File: config.mk
export PLATFORM = sky130hd
export DESIGN_NAME = spisd_core
export DESIGN_NICKNAME = d
export VERILOG_FILES = /design/src/inc/spisd_pkg.sv /design/src/rtl/spisd_core.sv
export VERILOG_INCLUDE_DIRS = /design/src /design/src/inc
export SDC_FILE = /design/constraint.sdc
export NUM_CORES = 1
export LEC_CHECK = 0
export ABC_AREA = 1
export ABC_CLOCK_PERIOD_IN_PS = 2200
export BUFFER_PORTS_ARGS = -buffer_cell sky130_fd_sc_hd__buf_2
export CAP_MARGIN = 0
export CORE_UTILIZATION = 30
export CTS_BUF_LIST = sky130_fd_sc_hd__clkbuf_16
export DETAILED_ROUTE_END_ITERATION = 10
export GPL_ROUTABILITY_DRIVEN = 0
export HOLD_SLACK_MARGIN = 0.03
export PLACE_DENSITY_LB_ADDON = 0.25
export SLEW_MARGIN = 15
export SYNTH_ARGS = -nofsm -noshare
export SYNTH_HDL_FRONTEND = slang
export SYNTH_SLANG_ARGS = --single-unit
export TNS_END_PERCENT = 10
File: constraint.sdc
create_clock -name clk_i -period 2.2 [get_ports clk_i]
set_clock_uncertainty 0.1 [all_clocks]
set_input_delay 0.22 -clock clk_i [delete_from_list [all_inputs] [get_ports clk_i]]
set_output_delay 0.22 -clock clk_i [all_outputs]
set_load 0.05 [all_outputs]
File: src/inc/spisd_regs.svh
// Purpose: register offsets, field positions, reset values and timing counts of the spi port
// Assumes: wishbone byte addresses, one register per 32-bit word
// Notes:   printed data offset is not a multiple of four, so offsets are indexes
`ifndef SPISD_REGS_SVH
`define SPISD_REGS_SVH
`define SPISD_IDX_DATA      8'hF5
`define SPISD_IDX_STATUS    8'hF4
`define SPISD_IDX_CTRL      8'hF3
`define SPISD_IDX_IRQ       8'hF2
`define SPISD_BIT_DONE      7
`define SPISD_BIT_WRITE_COLLISION_FLAG      6
`define SPISD_BIT_OVF       5
`define SPISD_BIT_MODE_FAULT_FLAG      4
`define SPISD_BIT_FAULT_DETECT_DISABLE   3
`define SPISD_BIT_TXFULL    2
`define SPISD_BIT_MASTER_SELECT      0
`define SPISD_BIT_SELECT_OUTPUT_ENABLE      1
`define SPISD_BIT_SIE       2
`define SPISD_BIT_GIE       3
`define SPISD_RST_BYTE      8'h00
`define SPISD_HALF_NS       64
`define SPISD_CLK_NS        4
`define SPISD_HALF_CYC      (`SPISD_HALF_NS / `SPISD_CLK_NS)
`endif

File: src/inc/spisd_pkg.sv
// Purpose: types of the spi status and data port
// Assumes: nothing
// Notes:   constants live in spisd_regs.svh
package spisd_pkg;
   typedef enum logic [1:0] {SPISD_IDLE, SPISD_LEAD, SPISD_TRAIL} spisd_state_t;
endpackage

File: src/rtl/spisd_core.sv
// Purpose: status flags and data register of a byte wide spi master/slave
// Assumes: mode 0 link (sample rising, shift falling), msb first
// Notes:   registers on classic wishbone, index times four is the byte address
// Overview of operation
// set done flag when a byte transfer finishes
// set done flag when a received byte enters the read buffer
// interrupt while done flag set and both enables on
// data writes ignored and shifter untouched while done flag set
// set collision flag on a write collision
// done, collision, overrun, fault flags clear only by software
// overrun sets its flag and interrupts if both enables on
// master with detection enabled uses select pin as fault input
// select pulled low as fault input sets fault flag at once
// fault disable bit only matters in master mode
// disable bit zero: select is fault input regardless of output enable
// disable bit one: output enable decides select pin behaviour
// read only buffer bit: 0 empty, 1 full
// data write loads the transmit shifter
// data read returns the read buffer, not the shifter
// master starts one full duplex exchange per accepted write
// master with output enable and disable bit one drives select low in transfer, high idle
// write during a transfer counts as a collision
`timescale 1ns/10ps
`include "spisd_regs.svh"
module spisd_core (
   // system
   input  wire logic        clk_i,
   input  wire logic        rst_i,
   // wishbone slave
   input  wire logic        cyc_i,
   input  wire logic        stb_i,
   input  wire logic        we_i,
   input  wire logic [9:0]  adr_i,
   input  wire logic [3:0]  sel_i,
   input  wire logic [31:0] dat_i,
   output logic      [31:0] dat_o,
   output logic             ack_o,
   // spi link
   input  wire logic        sck_i,
   output logic             sck_o,
   output logic             sck_oe_o,
   input  wire logic        mosi_i,
   output logic             mosi_o,
   output logic             mosi_oe_o,
   input  wire logic        miso_i,
   output logic             miso_o,
   output logic             miso_oe_o,
   input  wire logic        ss_n_i,
   output logic             ss_n_o,
   output logic             ss_n_oe_o,
   // interrupt
   output logic             irq_o
);
   spisd_pkg::spisd_state_t state_reg;
   logic [7:0] shift_reg, rxbuf_reg;
   logic [2:0] bitcnt_reg;
   logic [7:0] div_reg;
   logic       done_reg, write_collision_flag_reg, ovf_reg, mode_fault_flag_reg, fault_detect_disable_reg, txfull_reg;
   logic       master_select_reg, select_output_enable_reg, sie_reg, gie_reg, sampled_reg;
   logic [2:0] sck_sync_reg, mosi_sync_reg, miso_sync_reg, ss_sync_reg;
   logic       sck_prev_reg, ss_prev_reg, slv_busy_reg, slv_phase_reg;

   // three stage samplers; a clock or select change counts when stages two and three agree, data uses stage three
   always_ff @(posedge clk_i) begin
      if (rst_i) begin
         sck_sync_reg  <= 3'h0;
         mosi_sync_reg <= 3'h0;
         miso_sync_reg <= 3'h0;
         ss_sync_reg   <= 3'h7;
      end else begin
         sck_sync_reg  <= {sck_sync_reg[1:0], sck_i};
         mosi_sync_reg <= {mosi_sync_reg[1:0], mosi_i};
         miso_sync_reg <= {miso_sync_reg[1:0], miso_i};
         ss_sync_reg   <= {ss_sync_reg[1:0], ss_n_i};
      end
   end

   logic sck_s, ss_s, mosi_s, miso_s;
   assign sck_s  = (sck_sync_reg[2] == sck_sync_reg[1]) ? sck_sync_reg[2] : sck_prev_reg;
   assign ss_s   = (ss_sync_reg[2] == ss_sync_reg[1]) ? ss_sync_reg[2] : ss_prev_reg;
   assign mosi_s = mosi_sync_reg[2];
   assign miso_s = miso_sync_reg[2];

   always_ff @(posedge clk_i) begin
      if (rst_i) begin
         sck_prev_reg <= 1'b0;
         ss_prev_reg  <= 1'b1;
      end else begin
         sck_prev_reg <= sck_s;
         ss_prev_reg  <= ss_s;
      end
   end

   logic sck_rise, sck_fall, ss_fall;
   assign sck_rise = sck_s & ~sck_prev_reg;
   assign sck_fall = ~sck_s & sck_prev_reg;
   assign ss_fall  = ~ss_s & ss_prev_reg;

   // bus decode
   logic       bus_req, ack_next, rd_status, wr_data, wr_status, wr_ctrl, wr_irq;
   logic [7:0] idx;
   assign bus_req   = cyc_i & stb_i & ~ack_o;
   assign idx       = adr_i[9:2];
   assign ack_next  = bus_req;
   assign wr_data   = bus_req & we_i & sel_i[0] & (idx == `SPISD_IDX_DATA);
   assign wr_status = bus_req & we_i & sel_i[0] & (idx == `SPISD_IDX_STATUS);
   assign wr_ctrl   = bus_req & we_i & sel_i[0] & (idx == `SPISD_IDX_CTRL);
   assign wr_irq    = bus_req & we_i & sel_i[0] & (idx == `SPISD_IDX_IRQ);
   assign rd_status = bus_req & ~we_i & (idx == `SPISD_IDX_STATUS);

   logic fault_in, master_busy, busy, accept_wr, byte_end, m_last, slv_active;
   assign fault_in    = master_select_reg & ~fault_detect_disable_reg;
   assign master_busy = (state_reg != spisd_pkg::SPISD_IDLE);
   assign slv_active  = ~master_select_reg & ~ss_s;
   assign busy        = master_busy | slv_busy_reg;
   // a write lands only when no flag blocks it and no byte is moving
   assign accept_wr   = wr_data & ~done_reg & ~busy & ~mode_fault_flag_reg;
   assign m_last      = (state_reg == spisd_pkg::SPISD_TRAIL) && (div_reg == 8'h00)
                        && (bitcnt_reg == 3'h7);
   assign byte_end    = m_last | (slv_active & sck_fall & (bitcnt_reg == 3'h7));

   always_ff @(posedge clk_i) begin
      if (rst_i) begin
         ack_o <= 1'b0;
      end else begin
         ack_o <= ack_next;
      end
   end

   always_ff @(posedge clk_i) begin
      if (rst_i) begin
         dat_o <= 32'h0000_0000;
      end else if (bus_req & ~we_i) begin
         case (idx)
            `SPISD_IDX_DATA:   dat_o <= {24'h000000, rxbuf_reg};
            `SPISD_IDX_STATUS: dat_o <= {24'h000000, done_reg, write_collision_flag_reg, ovf_reg, mode_fault_flag_reg,
                                         fault_detect_disable_reg, txfull_reg, 2'b00};
            `SPISD_IDX_CTRL:   dat_o <= {28'h0000000, 2'b00, select_output_enable_reg, master_select_reg};
            `SPISD_IDX_IRQ:    dat_o <= {28'h0000000, gie_reg, sie_reg, 2'b00};
            default:           dat_o <= 32'h0000_0000;
         endcase
      end
   end

   // control bits
   always_ff @(posedge clk_i) begin
      if (rst_i) begin
         master_select_reg    <= 1'b0;
         select_output_enable_reg    <= 1'b0;
         sie_reg     <= 1'b0;
         gie_reg     <= 1'b0;
         fault_detect_disable_reg <= 1'b0;
      end else begin
         if (wr_ctrl) begin
            master_select_reg <= dat_i[`SPISD_BIT_MASTER_SELECT];
            select_output_enable_reg <= dat_i[`SPISD_BIT_SELECT_OUTPUT_ENABLE];
         end
         if (wr_irq) begin
            sie_reg <= dat_i[`SPISD_BIT_SIE];
            gie_reg <= dat_i[`SPISD_BIT_GIE];
         end
         if (wr_status) begin
            fault_detect_disable_reg <= dat_i[`SPISD_BIT_FAULT_DETECT_DISABLE];
         end
      end
   end

   // sticky flags: software writes zero to clear, a same-cycle event wins
   logic ovf_evt, write_collision_flag_evt, mode_fault_flag_evt;
   assign write_collision_flag_evt = wr_data & busy;
   assign ovf_evt  = byte_end & done_reg;
   assign mode_fault_flag_evt = fault_in & ss_fall;

   always_ff @(posedge clk_i) begin
      if (rst_i) begin
         done_reg <= 1'b0;
         write_collision_flag_reg <= 1'b0;
         ovf_reg  <= 1'b0;
         mode_fault_flag_reg <= 1'b0;
      end else begin
         if (byte_end) begin
            done_reg <= 1'b1;
         end else if (wr_status & ~dat_i[`SPISD_BIT_DONE]) begin
            done_reg <= 1'b0;
         end
         if (write_collision_flag_evt) begin
            write_collision_flag_reg <= 1'b1;
         end else if (wr_status & ~dat_i[`SPISD_BIT_WRITE_COLLISION_FLAG]) begin
            write_collision_flag_reg <= 1'b0;
         end
         if (ovf_evt) begin
            ovf_reg <= 1'b1;
         end else if (wr_status & ~dat_i[`SPISD_BIT_OVF]) begin
            ovf_reg <= 1'b0;
         end
         if (mode_fault_flag_evt) begin
            mode_fault_flag_reg <= 1'b1;
         end else if (wr_status & ~dat_i[`SPISD_BIT_MODE_FAULT_FLAG]) begin
            mode_fault_flag_reg <= 1'b0;
         end
      end
   end

   always_ff @(posedge clk_i) begin
      if (rst_i) begin
         irq_o <= 1'b0;
      end else begin
         irq_o <= sie_reg & gie_reg & (done_reg | ovf_reg | mode_fault_flag_reg);
      end
   end

   // tx buffer holds the written byte until its exchange ends
   always_ff @(posedge clk_i) begin
      if (rst_i) begin
         txfull_reg <= 1'b0;
      end else if (accept_wr) begin
         txfull_reg <= 1'b1;
      end else if (byte_end) begin
         txfull_reg <= 1'b0;
      end
   end

   // read buffer is not overwritten while the done flag is set, even after a data read;
   // the last bit lands in the shifter in this same cycle, so merge it here
   always_ff @(posedge clk_i) begin
      if (rst_i) begin
         rxbuf_reg <= `SPISD_RST_BYTE;
      end else if (byte_end & ~done_reg) begin
         rxbuf_reg <= {shift_reg[6:0], sampled_reg};
      end
   end

   // slave bit phase: after a sampled rise the next bit is put out early,
   // since sampler latency would miss a fast far-side clock otherwise
   always_ff @(posedge clk_i) begin
      if (rst_i) begin
         slv_phase_reg <= 1'b0;
      end else if (~slv_active) begin
         slv_phase_reg <= 1'b0;
      end else if (sck_rise) begin
         slv_phase_reg <= 1'b1;
      end else if (sck_fall) begin
         slv_phase_reg <= 1'b0;
      end
   end

   // master sequencer and slave shifter
   always_ff @(posedge clk_i) begin
      if (rst_i) begin
         state_reg    <= spisd_pkg::SPISD_IDLE;
         shift_reg    <= `SPISD_RST_BYTE;
         bitcnt_reg   <= 3'h0;
         div_reg      <= 8'h00;
         sampled_reg  <= 1'b0;
         slv_busy_reg <= 1'b0;
      end else begin
         case (state_reg)
            spisd_pkg::SPISD_IDLE: begin
               if (accept_wr & master_select_reg) begin
                  shift_reg  <= dat_i[7:0];
                  bitcnt_reg <= 3'h0;
                  div_reg    <= 8'(`SPISD_HALF_CYC - 1);
                  state_reg  <= spisd_pkg::SPISD_LEAD;
               end else if (accept_wr) begin
                  shift_reg    <= dat_i[7:0];
                  slv_busy_reg <= 1'b0;
               end else if (slv_active) begin
                  if (sck_rise) begin
                     sampled_reg  <= mosi_s;
                     slv_busy_reg <= 1'b1;
                  end
                  if (sck_fall) begin
                     shift_reg  <= {shift_reg[6:0], sampled_reg};
                     bitcnt_reg <= bitcnt_reg + 3'h1;
                     if (bitcnt_reg == 3'h7) begin
                        slv_busy_reg <= 1'b0;
                     end
                  end
               end else begin
                  bitcnt_reg   <= 3'h0;
                  slv_busy_reg <= 1'b0;
               end
            end
            spisd_pkg::SPISD_LEAD: begin
               if (mode_fault_flag_reg) begin
                  state_reg <= spisd_pkg::SPISD_IDLE;                  // abort on fault
               end else if (div_reg == 8'h00) begin
                  sampled_reg <= miso_s;
                  div_reg     <= 8'(`SPISD_HALF_CYC - 1);
                  state_reg   <= spisd_pkg::SPISD_TRAIL;
               end else begin
                  div_reg <= div_reg - 8'h01;
               end
            end
            spisd_pkg::SPISD_TRAIL: begin
               if (div_reg == 8'h00) begin
                  shift_reg  <= {shift_reg[6:0], sampled_reg};
                  bitcnt_reg <= bitcnt_reg + 3'h1;
                  div_reg    <= 8'(`SPISD_HALF_CYC - 1);
                  state_reg  <= (bitcnt_reg == 3'h7) ? spisd_pkg::SPISD_IDLE
                                                     : spisd_pkg::SPISD_LEAD;
               end else begin
                  div_reg <= div_reg - 8'h01;
               end
            end
            default: state_reg <= spisd_pkg::SPISD_IDLE;
         endcase
      end
   end

   // pin drivers
   always_ff @(posedge clk_i) begin
      if (rst_i) begin
         sck_o     <= 1'b0;
         sck_oe_o  <= 1'b0;
         mosi_o    <= 1'b0;
         mosi_oe_o <= 1'b0;
         miso_o    <= 1'b0;
         miso_oe_o <= 1'b0;
         ss_n_o    <= 1'b1;
         ss_n_oe_o <= 1'b0;
      end else begin
         sck_o     <= (state_reg == spisd_pkg::SPISD_TRAIL);
         sck_oe_o  <= master_select_reg;
         mosi_o    <= shift_reg[7];
         mosi_oe_o <= master_select_reg;
         miso_o    <= slv_phase_reg ? shift_reg[6] : shift_reg[7];
         miso_oe_o <= slv_active;
         ss_n_o    <= ~master_busy;
         ss_n_oe_o <= master_select_reg & fault_detect_disable_reg & select_output_enable_reg;
      end
   end
endmodule // spisd_core

# ---- After elaboration in Yosys (flattened, before gate mapping)
# Cells that the tools add are included.
dict set report word_totals {
  wordCells 182
  reg_bits 97
  out_inout_bits 42
}
dict set report classes {
  reduce_logical 21
  bitwise_logic 53
  eq_ne 22
  mux 50
  add_sub_neg 2
}
# cell n
set op_table {}
lappend op_table {{2-to-1 mux 8 bit} 8}
lappend op_table {{bitwise AND 1 bit} 32}
lappend op_table {{equality test 8 bit (second input constant)} 4}
lappend op_table {{one-hot mux 8 bit (4 select lines)} 1}
lappend op_table {{2-to-1 mux 1 bit} 27}
lappend op_table {{one-hot mux 8 bit (3 select lines)} 1}
lappend op_table {{nonzero test 2 bit} 9}
lappend op_table {{NOT 1 bit} 17}
lappend op_table {{inequality test 2 bit (second input constant)} 8}
lappend op_table {{one-hot mux 8 bit (2 select lines)} 1}
lappend op_table {{2-to-1 mux 3 bit} 5}
lappend op_table {{inequality test 4 bit (second input constant)} 3}
lappend op_table {{zero test 8 bit} 1}
lappend op_table {{2-to-1 mux 2 bit} 4}
lappend op_table {{AND reduction 4 bit} 2}
lappend op_table {{subtractor 8 x 1 -> 8 bit (second input constant)} 1}
lappend op_table {{AND reduction 7 bit} 1}
lappend op_table {{inequality test 3 bit (second input constant)} 2}
lappend op_table {{one-hot mux 2 bit (3 select lines)} 1}
lappend op_table {{one-hot mux 3 bit (2 select lines)} 1}
lappend op_table {{AND reduction 3 bit} 2}
lappend op_table {{OR 1 bit} 4}
lappend op_table {{adder 3 x 1 -> 3 bit (second input constant)} 1}
lappend op_table {{equality test 3 bit (second input constant)} 1}
lappend op_table {{9 further kinds} 11}

# ---- Logic depth before layout (Yosys ltp)
# Gate-level depths: netlist of the first run.
dict set report depth {
  word_depth 11
  ltp_mapped 12
}

# ---- Least setup slack after synthesis of the first run
# OpenSTA, ideal clock, no wires.
dict set report synth_timing {
  path_type {register to register}
  from {register state_reg[0]}
  to {register shift_reg[0]}
  setup_time_ns 0.111
  setup_slack_ns 0.464
  n_path_buf 2
  required_ns 1.989
  period_less_slack_ns 1.736
  t_arrival_ns 1.525
  path_stages_with_launch 12
  path_cell_list {dfxtp_1 > inv_1 > ha_1 > buf_4 > nand2_1 > nor2_4 > nand3_4 > nand3_1 > nand2_2 > buf_6 > nor2_1 > nor2_1}
}
dict set report synth_between {
  elab_chain_cells 8
  elab_cells_between_ends 16
  classes_between {4 x eq/ne; 3 x mux; 5 x bitwise; 4 x reduce/logical}
}
# element line_no
set synth_lines {}
lappend synth_lines {{from (decl)} spisd_core.sv:54} ;# spisd_pkg::spisd_state_t state_reg;
lappend synth_lines {{from (signal assigned)} spisd_core.sv:250} ;# state_reg <= spisd_pkg::SPISD_IDLE;
lappend synth_lines {{from (signal assigned)} spisd_core.sv:263} ;# state_reg <= spisd_pkg::SPISD_LEAD;
lappend synth_lines {{from (signal assigned)} spisd_core.sv:286} ;# state_reg <= spisd_pkg::SPISD_IDLE;
lappend synth_lines {{nonzero test 2 bit} spisd_core.sv:113} ;# assign master_busy = (state_reg != spisd_pkg::SPISD_IDLE);
lappend synth_lines {{OR 1 bit} spisd_core.sv:115} ;# assign busy = master_busy | slv_busy_reg;
lappend synth_lines {{NOT 1 bit} spisd_core.sv:117} ;# assign accept_wr = wr_data & ~done_reg & ~busy & ~mode_fault_flag_reg;
lappend synth_lines {{bitwise AND 1 bit (2 in a row)} spisd_core.sv:117}
lappend synth_lines {{bitwise AND 1 bit or 2-to-1 mux 8 bit (tied branches)} {spisd_core.sv:259, spisd_core.sv:264}}
lappend synth_lines {{inequality test 4 bit (no line) or 2-to-1 mux 8 bit (tied branches)} n/a}
lappend synth_lines {{AND reduction 4 bit (no line) or one-hot mux 8 bit (2 select lines) (tied branches)} n/a}
lappend synth_lines {{to (signal assigned)} spisd_core.sv:260} ;# shift_reg <= dat_i[7:0];
lappend synth_lines {{to (signal assigned)} spisd_core.sv:265} ;# shift_reg <= dat_i[7:0];
lappend synth_lines {{to (signal assigned)} spisd_core.sv:273} ;# shift_reg <= {shift_reg[6:0], sampled_reg};
lappend synth_lines {{to (decl)} spisd_core.sv:55} ;# logic [7:0] shift_reg, rxbuf_reg;
# Several ways; a longest one is shown, not always the timed one.
# A chain may end at the register's enable or synchronous reset.

# ---- Worst setup path after layout of the first run
dict set report layout_timing {
  from {register div_reg[0]}
  to {register rxbuf_reg[1]}
}
dict set report layout_between {
  elab_chain_cells 5
}
# element line_no
set layout_lines {}
lappend layout_lines {{from (decl)} spisd_core.sv:57} ;# logic [7:0] div_reg;
lappend layout_lines {{from (signal assigned)} spisd_core.sv:262} ;# div_reg <= 8'(`SPISD_HALF_CYC - 1);
lappend layout_lines {{from (signal assigned)} spisd_core.sv:289} ;# div_reg <= 8'(`SPISD_HALF_CYC - 1);
lappend layout_lines {{from (signal assigned)} spisd_core.sv:292} ;# div_reg <= div_reg - 8'h01;
lappend layout_lines {{zero test 8 bit} spisd_core.sv:118} ;# assign m_last = (state_reg == spisd_pkg::SPISD_TRAIL) && (div_reg == 8'h00)
lappend layout_lines {{logical AND 1 bit} spisd_core.sv:118}
lappend layout_lines {{logical AND 1 bit} spisd_core.sv:119} ;# && (bitcnt_reg == 3'h7);
lappend layout_lines {{OR 1 bit} spisd_core.sv:120} ;# assign byte_end = m_last | (slv_active & sck_fall & (bitcnt_reg == 3'h7));
lappend layout_lines {{bitwise AND 1 bit} spisd_core.sv:228} ;# end else if (byte_end & ~done_reg) begin
lappend layout_lines {{to (signal assigned)} spisd_core.sv:227} ;# rxbuf_reg <= `SPISD_RST_BYTE;
lappend layout_lines {{to (signal assigned)} spisd_core.sv:229} ;# rxbuf_reg <= {shift_reg[6:0], sampled_reg};
lappend layout_lines {{to (decl)} spisd_core.sv:55}
# Every way passes these cells.

==> results of run 1 <==
[power breakdown]
group / switching, mW / internal (mW) / total, mW
registers: 0.00330 / 1.33 / 1.34
logic: 0.151 / 0.0371 / 0.188
clock network: 0.567 / 0.991 / 1.56
total: 0.722 / 2.36 / 3.08
[final cells by class]
type	count	share of cell area [%]
multi-input cells	355	40.64
well taps	143	4.264
flip-flops and latches	73	34.82
inverters	61	5.456
clock inverters	7	2.296
repair buffers	53	7.156
clock buffers	9	5.367
[timing repair]
| action | CTS | global route |
|---|---|---|
| setup endpoints to repair | 0 | 0 |
| hold buffers | 4 | 0 |
| hold endpoints to repair | 4 | 0 |
[logic make-up after synthesis]
family | after synthesis | synth area share [%]
AO/OA/AOI/OAI | 72 | 10.83
other | 1 | 0.1047
AND/OR/NAND/NOR | 247 | 30.25
flip-flops | 73 | 40.80
multiplexers | 1 | 0.2794
adder cells (fa/ha/maj) | 10 | 3.493
buffers and inverters | 98 | 14.01
XOR/XNOR | 1 | 0.2445
[layout by cell type, fill, tap and decap left out, types with 3 or more instances in the layout]
cell                            instances
sky130_fd_sc_hd__dfxtp_1               73
sky130_fd_sc_hd__nand2_1              118
sky130_fd_sc_hd__nor3_1                 7
sky130_fd_sc_hd__ha_1                  10
sky130_fd_sc_hd__nand2_2                3
sky130_fd_sc_hd__nor2_1                77
sky130_fd_sc_hd__clkbuf_16              9
sky130_fd_sc_hd__nor2_4                 5
sky130_fd_sc_hd__a21oi_1               31
sky130_fd_sc_hd__conb_1                24
sky130_fd_sc_hd__o31ai_1                4
sky130_fd_sc_hd__nand3_1               22
sky130_fd_sc_hd__o21ai_0               29
sky130_fd_sc_hd__nand4_1                4
sky130_fd_sc_hd__buf_2                 43
sky130_fd_sc_hd__inv_1                 59
sky130_fd_sc_hd__buf_4                  6
sky130_fd_sc_hd__dlygate4sd3_1          4
sky130_fd_sc_hd__o21ai_1                3
[through the flow]
stage / cells / cell area (um2)
final: 701 / 4197
after global routing: 701 / 4197
after CTS: 701 / 4197
after detailed placement: 681 / 3835
after global placement: 681 / 3835
after floorplan: 526 / 3669
[critical path: stages, from the launching register on]
cell and delay, ns:
sky130_fd_sc_hd__dfxtp_1 0.32, sky130_fd_sc_hd__inv_1 0.12, sky130_fd_sc_hd__ha_1 0.17, sky130_fd_sc_hd__nand2_1 0.06, sky130_fd_sc_hd__nor2_2 0.20, sky130_fd_sc_hd__nand2_1 0.13
sky130_fd_sc_hd__nand2_1 0.11, sky130_fd_sc_hd__nand2_1 0.12, sky130_fd_sc_hd__nor2_4 0.20, sky130_fd_sc_hd__inv_2 0.11, sky130_fd_sc_hd__nor2_1 0.11, sky130_fd_sc_hd__nor2_1 0.05
[routing by layer]
metal	routed length, um	share of wire [%]	vias up
met1	4092	50	1351
met4	90	1.1	0
met5	0	0	-
met3	618	7.6	10
met2	3302	41	74
li1	-	-	1639
[final timing paths]
path,to,cells after the start
hold / removal,sie_reg,3
hold reg to reg,miso_sync_reg[2],2
setup / recovery,rxbuf_reg[1],11
setup reg to reg,rxbuf_reg[1],11
[Yosys cell counts]
cell type and count:
sky130_fd_sc_hd__o31ai_1 4, sky130_fd_sc_hd__nand2_4 1, sky130_fd_sc_hd__or2_2 2, sky130_fd_sc_hd__nand3_2 1, sky130_fd_sc_hd__nand2_1 118, sky130_fd_sc_hd__a21oi_1 31
sky130_fd_sc_hd__clkbuf_1 5, sky130_fd_sc_hd__o21a_1 1, sky130_fd_sc_hd__o21ai_2 1, sky130_fd_sc_hd__nand2_2 3, sky130_fd_sc_hd__nor3_1 7, sky130_fd_sc_hd__buf_4 26
sky130_fd_sc_hd__nand3_1 22, sky130_fd_sc_hd__xor2_1 1, sky130_fd_sc_hd__o311a_1 1, sky130_fd_sc_hd__nor4_1 1, sky130_fd_sc_hd__inv_1 58, sky130_fd_sc_hd__buf_8 1
sky130_fd_sc_hd__nor2_4 5, sky130_fd_sc_hd__o2111ai_1 1, sky130_fd_sc_hd__o21ai_0 29, sky130_fd_sc_hd__conb_1 1, sky130_fd_sc_hd__inv_2 2, sky130_fd_sc_hd__nor2_1 77
sky130_fd_sc_hd__dfxtp_1 73, sky130_fd_sc_hd__nand3_4 1, sky130_fd_sc_hd__buf_6 3, sky130_fd_sc_hd__nor2_2 2, sky130_fd_sc_hd__mux2i_1 1, sky130_fd_sc_hd__nand3b_1 2
sky130_fd_sc_hd__nand4_4 1, sky130_fd_sc_hd__buf_2 2, sky130_fd_sc_hd__o21ai_1 3, sky130_fd_sc_hd__o211ai_1 1, sky130_fd_sc_hd__nand4_1 4, sky130_fd_sc_hd__clkinv_1 1
sky130_fd_sc_hd__ha_1 10
==> insert_results.sql, run 1 <==
INSERT INTO impl_metrics (metric_group, metric, value, unit) VALUES
('run_status', 'run_status', 'complete, but fails checks', ''),
('run_status', 'failed_checks', 'design-rule violations', ''),
('final_layout', 'design.final.nets', '618', ''),
('clock_tree', 'cts-buffers-inserted', '9', ''),
('pwr', 'total_leakage_power', '1.977', 'nW'),
('logic_synthesis', 'yosysWarnings', '0', ''),
('placement', 'dp_worst_setup_slack', '0.3085', 'ns'),
('worst_setup_path', 'worst_path_fanout_max', '9', ''),
('placement', 'io_buffers', '43', ''),
('global_routing', 'routing_usage_on_met1', '18.43', '%'),
('floorplan', 'io_pins', '97', ''),
('sta', 'fmax', '525.1', 'MHz'),
('floorplan', 'die_area', '12380', 'um2'),
('drt', 'routed-via-count', '3074', ''),
('logic_synthesis', 'seq_area_frac_synth', '40.80', '%'),
('worst_setup_path', 'worst_setup_path_end_kind', 'flop', ''),
('global_routing', 'grt_pass1_wl', '13.26', 'mm'),
('min_path', 'holdCritPathClass', 'in2reg', ''),
('global_routing', 'gr-total-overflow', '0', ''),
('sta', 'finalSetupViolations', '0', ''),
('worst_setup_path', 'critical_path_required', '2.32', 'ns'),
('drt', 'antenna_violating_nets_post_route', '0', ''),
('global_routing', 'grt.met3_usage', '3.062', '%'),
('logic_synthesis', 'ys_seq_elements', '73', ''),
('clock_tree', 'clock_tree.root_cell', 'sky130_fd_sc_hd__clkbuf_16', ''),
('logic_synthesis', 'synthDominantCellAreaShare', '40.80', '%'),
('sta', 'layout_worst_path_cycle_share', '86.57', '%'),
('clock_tree', 'ctsResizeCount', '0', ''),
('pwr', 'vdd_drop_max', '0.4499', 'mV'),
('global_routing', 'first_global_vias', '2763', ''),
('sta', 'finalWorstPathRequiredPeriod', '1.905', 'ns'),
('drt', 'drt-vias-per-instance', '4.385', ''),
('final_layout', 'nFillCells', '1250', ''),
('clock_tree', 'clock_insertion_delay_at_the_later_pin_of_the_skew_report', '0.34', 'ns'),
('worst_setup_path', 'reg2reg_setup_slack', '0.30', 'ns'),
('global_routing', 'grt_antenna_before_repair', '0', ''),
('final_layout', 'synthToLayoutAreaGrowth', '17.15', '%'),
('placement', 'detailedPlacementHpwl', '5.904', 'mm'),
('pwr', 'report.power.total', '3.082', 'mW'),
('drt', 'drc_marker_count_from_the_first_detailed_route_iteration', '105', ''),
('drt', 'drc', '14', ''),
('clock_tree', 'htreeDepth', '3', ''),
('logic_synthesis', 'synth_cell_type_count', '37', ''),
('sta', 'min_hold_slack', '0.07683', 'ns'),
('global_routing', 'met2_usage', '20.63', '%'),
('final_layout', 'register_cell_area_after_layout', '1461', 'um2'),
('sta', 'drv_slew', '0', ''),
('drt', 'totalWireLength', '8.103', 'mm'),
('floorplan', 'design.core.area', '11520', 'um2'),
('floorplan', 'floorplan.initialDensity', '31.11', '%'),
('floorplan', 'die_h', '111.3', 'um'),
('sta', 'layout_setup_ws', '0.2955', 'ns'),
('sta', 'setup_tns', '0', 'ns'),
('worst_setup_path', 'crit_arrival', '2.03', 'ns'),
('clock_tree', 'clock_path_buffers', '2', ''),
('worst_setup_path', 'timing_worst_setup_path_type', 'reg2reg', ''),
('drt', 'post_drt_wl_per_cell', '11.56', 'um'),
('final_layout', 'final_layout_size_suffix_gt1_share', '14.87', '%'),
('logic_synthesis', 'post_synth_main_area_contributors', 'sky130_fd_sc_hd__dfxtp_1, sky130_fd_sc_hd__nand2_1, sky130_fd_sc_hd__nor2_1, sky130_fd_sc_hd__inv_1, sky130_fd_sc_hd__buf_4', ''),
('logic_synthesis', 'yosys.area.top_type', 'sky130_fd_sc_hd__dfxtp_1', ''),
('logic_synthesis', 'netlist_area_before_placement', '3582', 'um2'),
('logic_synthesis', 'syn_avg_cell_area', '7.122', 'um2'),
('clock_tree', 'post_cts_setup_buffer_count', '0', ''),
('final_layout', 'multi_input_area', '1705', 'um2'),
('worst_setup_path', 'critical_path.startpoint', 'div_reg[0]', ''),
('global_routing', 'track_usage', '13.56', '%'),
('worst_setup_path', 'cp-start-kind', 'flop', ''),
('pwr', 'power.density', '734.5', 'nW/um2'),
('floorplan', 'die_width', '111.3', 'um'),
('global_routing', 'busiest_layer', 'met2', ''),
('min_path', 'min-delay-start', 'dat_i[2]', '');
(Power assumes the default switching activity.)
==> inputs of run 2 (changes only) <==
ABC_AREA = 0   (was 1)
==> insert_results.sql, run 2 <==
INSERT INTO impl_metrics (metric_group, metric, value, unit) VALUES
('pwr', 'vdd_drop_max', '0.4714', 'mV'),
('worst_setup_path', 'cp-start-kind', 'flop', ''),
('drt', 'met2_length', '4.060', 'mm'),
('global_routing', 'grt_pass1_wl', '14.35', 'mm'),
('final_layout', 'nFillCells', '1183', ''),
('logic_synthesis', 'synth.cells.most_frequent', 'sky130_fd_sc_hd__dfxtp_1, sky130_fd_sc_hd__nor2_1, sky130_fd_sc_hd__a21oi_1', ''),
('worst_setup_path', 'worst_setup_path_end_kind', 'flop', ''),
('logic_synthesis', 'seq_area_frac_synth', '41.24', '%'),
('placement', 'place.detailed.instances', '600', ''),
('clock_tree', 'htreeDepth', '3', ''),
('sta', 'actual_slew_at_the_worst_max_slew_pin', '0.7983', 'ns'),
('worst_setup_path', 'crit_arrival', '2.38', 'ns'),
('drt', 'drc_marker_count_from_the_first_detailed_route_iteration', '179', ''),
('final_layout', 'multi_input_area', '1897', 'um2'),
('clock_tree', 'clock_path_buffers', '2', ''),
('floorplan', 'design.core.area', '11470', 'um2'),
('floorplan', 'fp-row-count', '39', ''),
('worst_setup_path', 'top_family_by_delay_on_critical_path', 'simple AND/OR/NAND/NOR gates', ''),
('global_routing', 'gr-total-overflow', '0', ''),
('clock_tree', 'cts_tree', 'yes', ''),
('final_layout', 'synthToLayoutAreaGrowth', '24.33', '%'),
('placement', 'detailedPlacementHpwl', '6.409', 'mm'),
('drt', 'totalWireLength', '8.646', 'mm'),
('clock_tree', 'cts-buffers-inserted', '9', ''),
('final_layout', 'mostFrequentLayoutCell', 'sky130_fd_sc_hd__dfxtp_1', ''),
('sta', 'min_hold_slack', '0.05937', 'ns'),
('worst_setup_path', 'buffers_plus_inverters_on_the_worst_setup_path', '1', ''),
('logic_synthesis', 'ys_seq_elements', '73', ''),
('worst_setup_path', 'critical_path.slowest_cell', 'sky130_fd_sc_hd__or4_1', ''),
('global_routing', 'first_global_vias', '2906', ''),
('sta', 'finalSetupViolations', '1', ''),
('drt', 'wl_met1', '4.056', 'mm'),
('pwr', 'report.power.total', '3.308', 'mW'),
('worst_setup_path', 'timing_worst_setup_path_type', 'reg2reg', ''),
('drt', 'routed-wl-met3', '436', 'um'),
('drt', 'first_pass_iters', '5', ''),
('sta', 'fmax', '449.1', 'MHz'),
('worst_setup_path', 'worstPathCellList', 'inv_2, ha_4, or3b_4, o31ai_4, o31ai_4, or4_1, a21oi_1', ''),
('run_status', 'run_status', 'complete, but fails checks', ''),
('worst_setup_path', 'critical_path_required', '2.36', 'ns'),
('final_layout', 'design_area', '4405', 'um2'),
('final_layout', 'register_cell_area_after_layout', '1468', 'um2'),
('logic_synthesis', 'synth_async_sr_flop_share', '0', '%'),
('drt', 'route.top_layer_used', 'met4', ''),
('drt', 'routed-via-count', '3091', ''),
('logic_synthesis', 'ys.flop_type', 'sky130_fd_sc_hd__dfxtp_1', ''),
('pwr', 'sequentialPowerShare', '42.1', '%'),
('logic_synthesis', 'syn_avg_cell_area', '8.814', 'um2'),
('floorplan', 'floorplan.initialDensity', '30.90', '%'),
('clock_tree', 'clock_tree.root_cell', 'sky130_fd_sc_hd__clkbuf_16', ''),
('logic_synthesis', 'yosysMostFrequentCell', 'sky130_fd_sc_hd__dfxtp_1', ''),
('final_layout', 'design.final.nets', '541', ''),
('clock_tree', 'clkSinkCount', '73', ''),
('placement', 'dpl_cell_area', '3999', 'um2'),
('logic_synthesis', 'yosys.area.top_type', 'sky130_fd_sc_hd__dfxtp_1', ''),
('pwr', 'combinationalPowerShare', '15.3', '%'),
('sta', 'layout_setup_ws', '-0.02663', 'ns'),
('pwr', 'total_leakage_power', '1.751', 'nW'),
('worst_setup_path', 'worst_path_fanout_max', '6', ''),
('floorplan', 'io_pins', '97', ''),
('placement', 'io_buffers', '43', ''),
('logic_synthesis', 'yosysWarnings', '0', ''),
('drt', 'antenna_violating_nets_post_route', '0', ''),
('sta', 'max_slew_margin', '46.78', '%'),
('min_path', 'holdCritPathClass', 'in2reg', ''),
('sta', 'finalHoldViolations', '0', ''),
('placement', 'dp_worst_setup_slack', '-0.02361', 'ns'),
('pwr', 'power.density', '750.9', 'nW/um2'),
('final_layout', 'final_layout_size_suffix_gt1_share', '25.57', '%'),
('logic_synthesis', 'netlist_area_before_placement', '3543', 'um2'),
('drt', 'drc', '0', ''),
('logic_synthesis', 'post_synth_main_area_contributors', 'sky130_fd_sc_hd__dfxtp_1, sky130_fd_sc_hd__buf_4, sky130_fd_sc_hd__mux2i_1, sky130_fd_sc_hd__nor2_1, sky130_fd_sc_hd__a21oi_1', ''),
('sta', 'grt_setup_unrepaired', 'true', ''),
('drt', 'post_drt_wl_per_cell', '13.86', 'um'),
('final_layout', 'layout.cells.most_common_list', 'sky130_fd_sc_hd__dfxtp_1, sky130_fd_sc_hd__nor2_1, sky130_fd_sc_hd__buf_2', ''),
('floorplan', 'die_h', '110.7', 'um'),
('pwr', 'netsw', '893.8', 'uW'),
('pwr', 'intPower', '2.414', 'mW'),
('logic_synthesis', 'synth_edf_count', '0', ''),
('logic_synthesis', 'postSynthCellCount', '402', ''),
('global_routing', 'grt_antenna_before_repair', '0', ''),
('final_layout', 'antennaDiodeCount', '0', ''),
('worst_setup_path', 'slowest_delay', '0.54', 'ns'),
('logic_synthesis', 'synth_cell_type_count', '60', ''),
('run', 'max-cap-violations', '0', ''),
('worst_setup_path', 'crit_path_frequent_cell', 'sky130_fd_sc_hd__o31ai_4', ''),
('clock_tree', 'cts.reportedPaths.clkPinSlew', '0.05', 'ns'),
('sta', 'layout_worst_path_cycle_share', '101.2', '%'),
('sta', 'drv_slew', '0', ''),
('pwr', 'power_frac_clock', '42.6', '%'),
('drt', 'drt-vias-per-instance', '4.954', ''),
('global_routing', 'track_usage', '14.69', '%'),
('floorplan', 'die_width', '110.7', 'um'),
('final_layout', 'layoutNonFillerInstCount', '624', ''),
('floorplan', 'die_area', '12250', 'um2'),
('global_routing', 'grt_max_degree', '46', ''),
('clock_tree', 'clock_insertion_delay_at_the_later_pin_of_the_skew_report', '0.34', 'ns'),
('pwr', 'power.share.switching', '27.02', '%'),
('logic_synthesis', 'synthDominantCellAreaShare', '41.24', '%'),
('sta', 'finalWorstPathRequiredPeriod', '2.227', 'ns'),
('run_status', 'failed_checks', 'negative setup slack', '');
[run 2: timing repair]
action | in CTS | in global routing
hold buffers | 4 | 0
pin swaps | 1 | 10
gates resized for setup | 1 | 19
endpoints found under the setup margin | 6 | 22
setup buffers | 0 | 4
endpoints found under the hold margin | 4 | 0
gates cloned | 0 | 0
[run 2: kinds of logic after synthesis]
kind of cell             share of synthesized area (%)
AO/OA/AOI/OAI                                    18.54
other                                           0.1058
flip-flops                                       41.24
multiplexers                                     5.685
adder cells (fa/ha/maj)                          3.814
buffers and inverters                            9.287
AND/OR/NAND/NOR                                  21.33
[run 2: final cells by class]
type | instances | share of cell area (%)
multi-input cells | 298 | 43.06
flip-flops and latches | 73 | 33.31
repair buffers | 81 | 11.96
clock buffers | 9 | 5.112
well taps | 143 | 4.061
clock inverters | 7 | 1.392
inverters | 13 | 1.108
[run 2: worst paths after layout]
| kind | to | depth (start not counted) | from | slack, ns |
|---|---|---|---|---|
| setup / recovery | bitcnt_reg[0] | 7 | div_reg[0] | -0.03 |
| hold / removal | sie_reg | 3 | dat_i[2] | 0.06 |
| setup reg to reg | bitcnt_reg[0] | 7 | div_reg[0] | -0.03 |
| hold reg to reg | ss_sync_reg[1] | 1 | ss_sync_reg[0] | 0.31 |
[run 2: worst min-delay path, cell delays in order]
cell and delay [ns]:
sky130_fd_sc_hd__buf_2 0.11, sky130_fd_sc_hd__nand3_1 0.06, sky130_fd_sc_hd__a21oi_1 0.06
[run 2: stage by stage]
step	util (%)	setup TNS, ns
6_report	38.42	-0.02663
5_1_grt	38.42	-0.1831
4_1_cts	37.75	0
3_5_place_dp	34.87	-0.03778
3_3_place_gp	34.87	0
2_1_floorplan	-	-0.1156
[run 2: routing by layer]
metal,GRT usage [%],up-vias
met5,0,-
met1,18.68,1454
met4,4.889,0
met2,24.02,92
li1,-,1535
met3,3.937,10
[run 2: power by group through the flow]
stage | sequential (mW) | combinational (mW) | clock (mW)
final | 1.39 | 0.506 | 1.41
after global placement | 1.42 | 0.469 | 0
after floorplan | 1.43 | 0.362 | 0
after global routing | 1.40 | 0.552 | 1.51
after CTS | 1.39 | 0.487 | 1.45
after detailed placement | 1.42 | 0.480 | 0
==> inputs of run 3 (changes only) <==
SETUP_SLACK_MARGIN = 0.3   (was default)
==> insert_results.sql, run 3 (synthesis gave the netlist of run 2 again) <==
INSERT INTO impl_metrics (metric_group, metric, value, unit) VALUES
('global_routing', 'routing_usage_on_met1', '19.49', '%'),
('clock_tree', 'cts_tree', 'yes', ''),
('worst_setup_path', 'reg2regPathDepth', '7', ''),
('run_status', 'run_status', 'finished, final reports clean', ''),
('sta', 'finalHoldViolations', '0', ''),
('placement', 'dp_worst_setup_slack', '0.007875', 'ns'),
('clock_tree', 'cts.reportedPaths.clkPinSlew', '0.06', 'ns'),
('worst_setup_path', 'cp-start-kind', 'flop', ''),
('floorplan', 'die_area', '12250', 'um2'),
('worst_setup_path', 'critical_path_required', '2.37', 'ns'),
('sta', 'fmax', '468.1', 'MHz'),
('floorplan', 'fp-row-count', '39', ''),
('clock_tree', 'clock_tree.root_cell', 'sky130_fd_sc_hd__clkbuf_16', ''),
('sta', 'setup_tns', '0', 'ns'),
('final_layout', 'final_layout_size_suffix_gt1_share', '27.09', '%'),
('global_routing', 'track_usage', '14.94', '%'),
('clock_tree', 'clock_insertion_delay_at_the_later_pin_of_the_skew_report', '0.34', 'ns'),
('global_routing', 'first_global_vias', '2909', ''),
('floorplan', 'die_h', '110.7', 'um'),
('worst_setup_path', 'timing_worst_setup_path_type', 'reg2reg', ''),
('worst_setup_path', 'worstPathCellList', 'inv_2, ha_4, or3b_4, o31ai_4, o31ai_4, or4_4, a21oi_2', ''),
('sta', 'layout_setup_ws', '0.06363', 'ns'),
('worst_setup_path', 'critical_path.reg2reg.endpoint', 'bitcnt_reg[0]', ''),
('sta', 'drv_slew', '0', ''),
('placement', 'dpl_cell_area', '4041', 'um2'),
('drt', 'routed-via-count', '3109', ''),
('global_routing', 'grt.met3_usage', '4.210', '%'),
('worst_setup_path', 'worst_path_fanout_max', '6', ''),
('worst_setup_path', 'crit_path_frequent_cell', 'sky130_fd_sc_hd__o31ai_4', ''),
('global_routing', 'gr-total-overflow', '0', ''),
('global_routing', 'busiest_layer', 'met2', ''),
('drt', 'first_pass_iters', '4', ''),
('min_path', 'holdCritPathClass', 'in2reg', ''),
('final_layout', 'layout.cells.most_common_list', 'sky130_fd_sc_hd__dfxtp_1, sky130_fd_sc_hd__nor2_1, sky130_fd_sc_hd__buf_2', ''),
('clock_tree', 'htreeDepth', '3', ''),
('drt', 'drt-vias-per-instance', '4.904', ''),
('pwr', 'sequentialPowerShare', '41.9', '%'),
('pwr', 'report.power.total', '3.316', 'mW'),
('final_layout', 'design_area', '4522', 'um2'),
('worst_setup_path', 'critical_path.slowest_cell', 'sky130_fd_sc_hd__or4_4', ''),
('run', 'max-cap-violations', '0', ''),
('sta', 'max_slew_margin', '50.03', '%'),
('global_routing', 'grt_antenna_before_repair', '0', ''),
('clock_tree', 'cts-buffers-inserted', '9', ''),
('final_layout', 'design.final.nets', '551', ''),
('drt', 'totalWireLength', '8.798', 'mm'),
('placement', 'detailedPlacementHpwl', '6.490', 'mm'),
('final_layout', 'mostFrequentLayoutCell', 'sky130_fd_sc_hd__dfxtp_1', ''),
('worst_setup_path', 'buffers_plus_inverters_on_the_worst_setup_path', '1', ''),
('worst_setup_path', 'crit_end', 'bitcnt_reg[0]', ''),
('global_routing', 'grt_max_degree', '26', ''),
('worst_setup_path', 'worst_setup_path_end_kind', 'flop', ''),
('worst_setup_path', 'top_family_by_delay_on_critical_path', 'simple AND/OR/NAND/NOR gates', ''),
('drt', 'post_drt_wl_per_cell', '13.88', 'um'),
('pwr', 'intPower', '2.432', 'mW'),
('worst_setup_path', 'slowest_delay', '0.50', 'ns'),
('worst_setup_path', 'cp.depth', '7', ''),
('floorplan', 'io_pins', '97', ''),
('worst_setup_path', 'critical_path.startpoint', 'div_reg[0]', ''),
('pwr', 'power_frac_clock', '41.7', '%'),
('sta', 'actual_slew_at_the_worst_max_slew_pin', '0.7429', 'ns'),
('sta', 'finalSetupViolations', '0', ''),
('final_layout', 'antennaDiodeCount', '0', ''),
('sta', 'finalWorstPathRequiredPeriod', '2.136', 'ns'),
('floorplan', 'design.core.area', '11470', 'um2'),
('worst_setup_path', 'r2r_start', 'div_reg[0]', ''),
('pwr', 'netsw', '883.9', 'uW'),
('sta', 'min_hold_slack', '0.06573', 'ns'),
('sta', 'layout_worst_path_cycle_share', '97.11', '%'),
('worst_setup_path', 'reg2reg_setup_slack', '0.06', 'ns'),
('clock_tree', 'clock_path_buffers', '2', ''),
('pwr', 'total_leakage_power', '1.826', 'nW'),
('drt', 'drc', '0', ''),
('drt', 'drc_marker_count_from_the_first_detailed_route_iteration', '170', ''),
('sta', 'grt_setup_unrepaired', 'true', ''),
('drt', 'antenna_violating_nets_post_route', '0', ''),
('pwr', 'power.density', '733.2', 'nW/um2'),
('pwr', 'vdd_drop_max', '0.4146', 'mV'),
('floorplan', 'floorplan.initialDensity', '30.90', '%'),
('final_layout', 'synthToLayoutAreaGrowth', '27.61', '%'),
('global_routing', 'grt_pass1_wl', '14.48', 'mm'),
('placement', 'io_buffers', '43', ''),
('floorplan', 'die_width', '110.7', 'um'),
('worst_setup_path', 'crit_arrival', '2.30', 'ns'),
('clock_tree', 'clkSinkCount', '73', ''),
('pwr', 'power.share.switching', '26.66', '%'),
('pwr', 'combinationalPowerShare', '16.4', '%'),
('global_routing', 'met2_usage', '23.44', '%');
[run 3: final cells by class]
cell class | instances | area, um2
repair buffers | 91 | 614.3
fillers | 1152 | 6945
well taps | 143 | 178.9
flip-flops and latches | 73 | 1468
clock inverters | 7 | 55.05
inverters | 13 | 48.80
multi-input cells | 298 | 1932
clock buffers | 9 | 225.2
[run 3: metal layers]
metal | wire length, um | share of wire (%) | vias up
met5 | 0 | 0 | -
met4 | 108 | 1.2 | 0
met3 | 401 | 4.6 | 11
met2 | 4175 | 47 | 88
met1 | 4112 | 47 | 1454
li1 | - | - | 1556
[run 3: how the worst min path moves through the flow]
stage	from	endpoint	slack, ns	depth (start not counted)
after global routing	dat_i[2]	sie_reg	0.07	3
after CTS	dat_i[1]	select_output_enable_reg	0.06	3
after floorplan	ss_n_i	ss_sync_reg[0]	0.22	1
after global placement	ss_sync_reg[0]	ss_sync_reg[1]	0.29	1
after detailed placement	ss_sync_reg[0]	ss_sync_reg[1]	0.30	1
final	dat_i[0]	master_select_reg	0.07	3
[run 3: power by group through the flow]
stage | Sequential (mW) | Clock, mW | Combinational (mW)
floorplan | 1.43 | 0 | 0.362
global placement | 1.42 | 0 | 0.474
detailed placement | 1.42 | 0 | 0.484
CTS | 1.39 | 1.42 | 0.536
global route | 1.40 | 1.48 | 0.588
finish | 1.39 | 1.38 | 0.544
[run 3: what timing repair did]
| action | CTS | global route |
|---|---|---|
| gates resized for setup | 16 | 8 |
| setup endpoints to repair | 30 | 32 |
| hold buffers | 4 | 0 |
| endpoints found under the hold margin | 4 | 0 |
| buffers inserted | 9 | 1 |
| pin swaps | 4 | 6 |
[run 3: metrics by stage]
step                utilization [%]  std cells
CTS                           39.09        633
global route                  39.43        634
floorplan                         -        425
global placement              35.24        604
detailed placement            35.24        604
finish                        39.43        634
[run 3: worst min-delay path: cells and delay by family]
family	cells	cell delay, ns
buf+inv	1	0.11
simple gates	1	0.06
compound gates	1	0.06
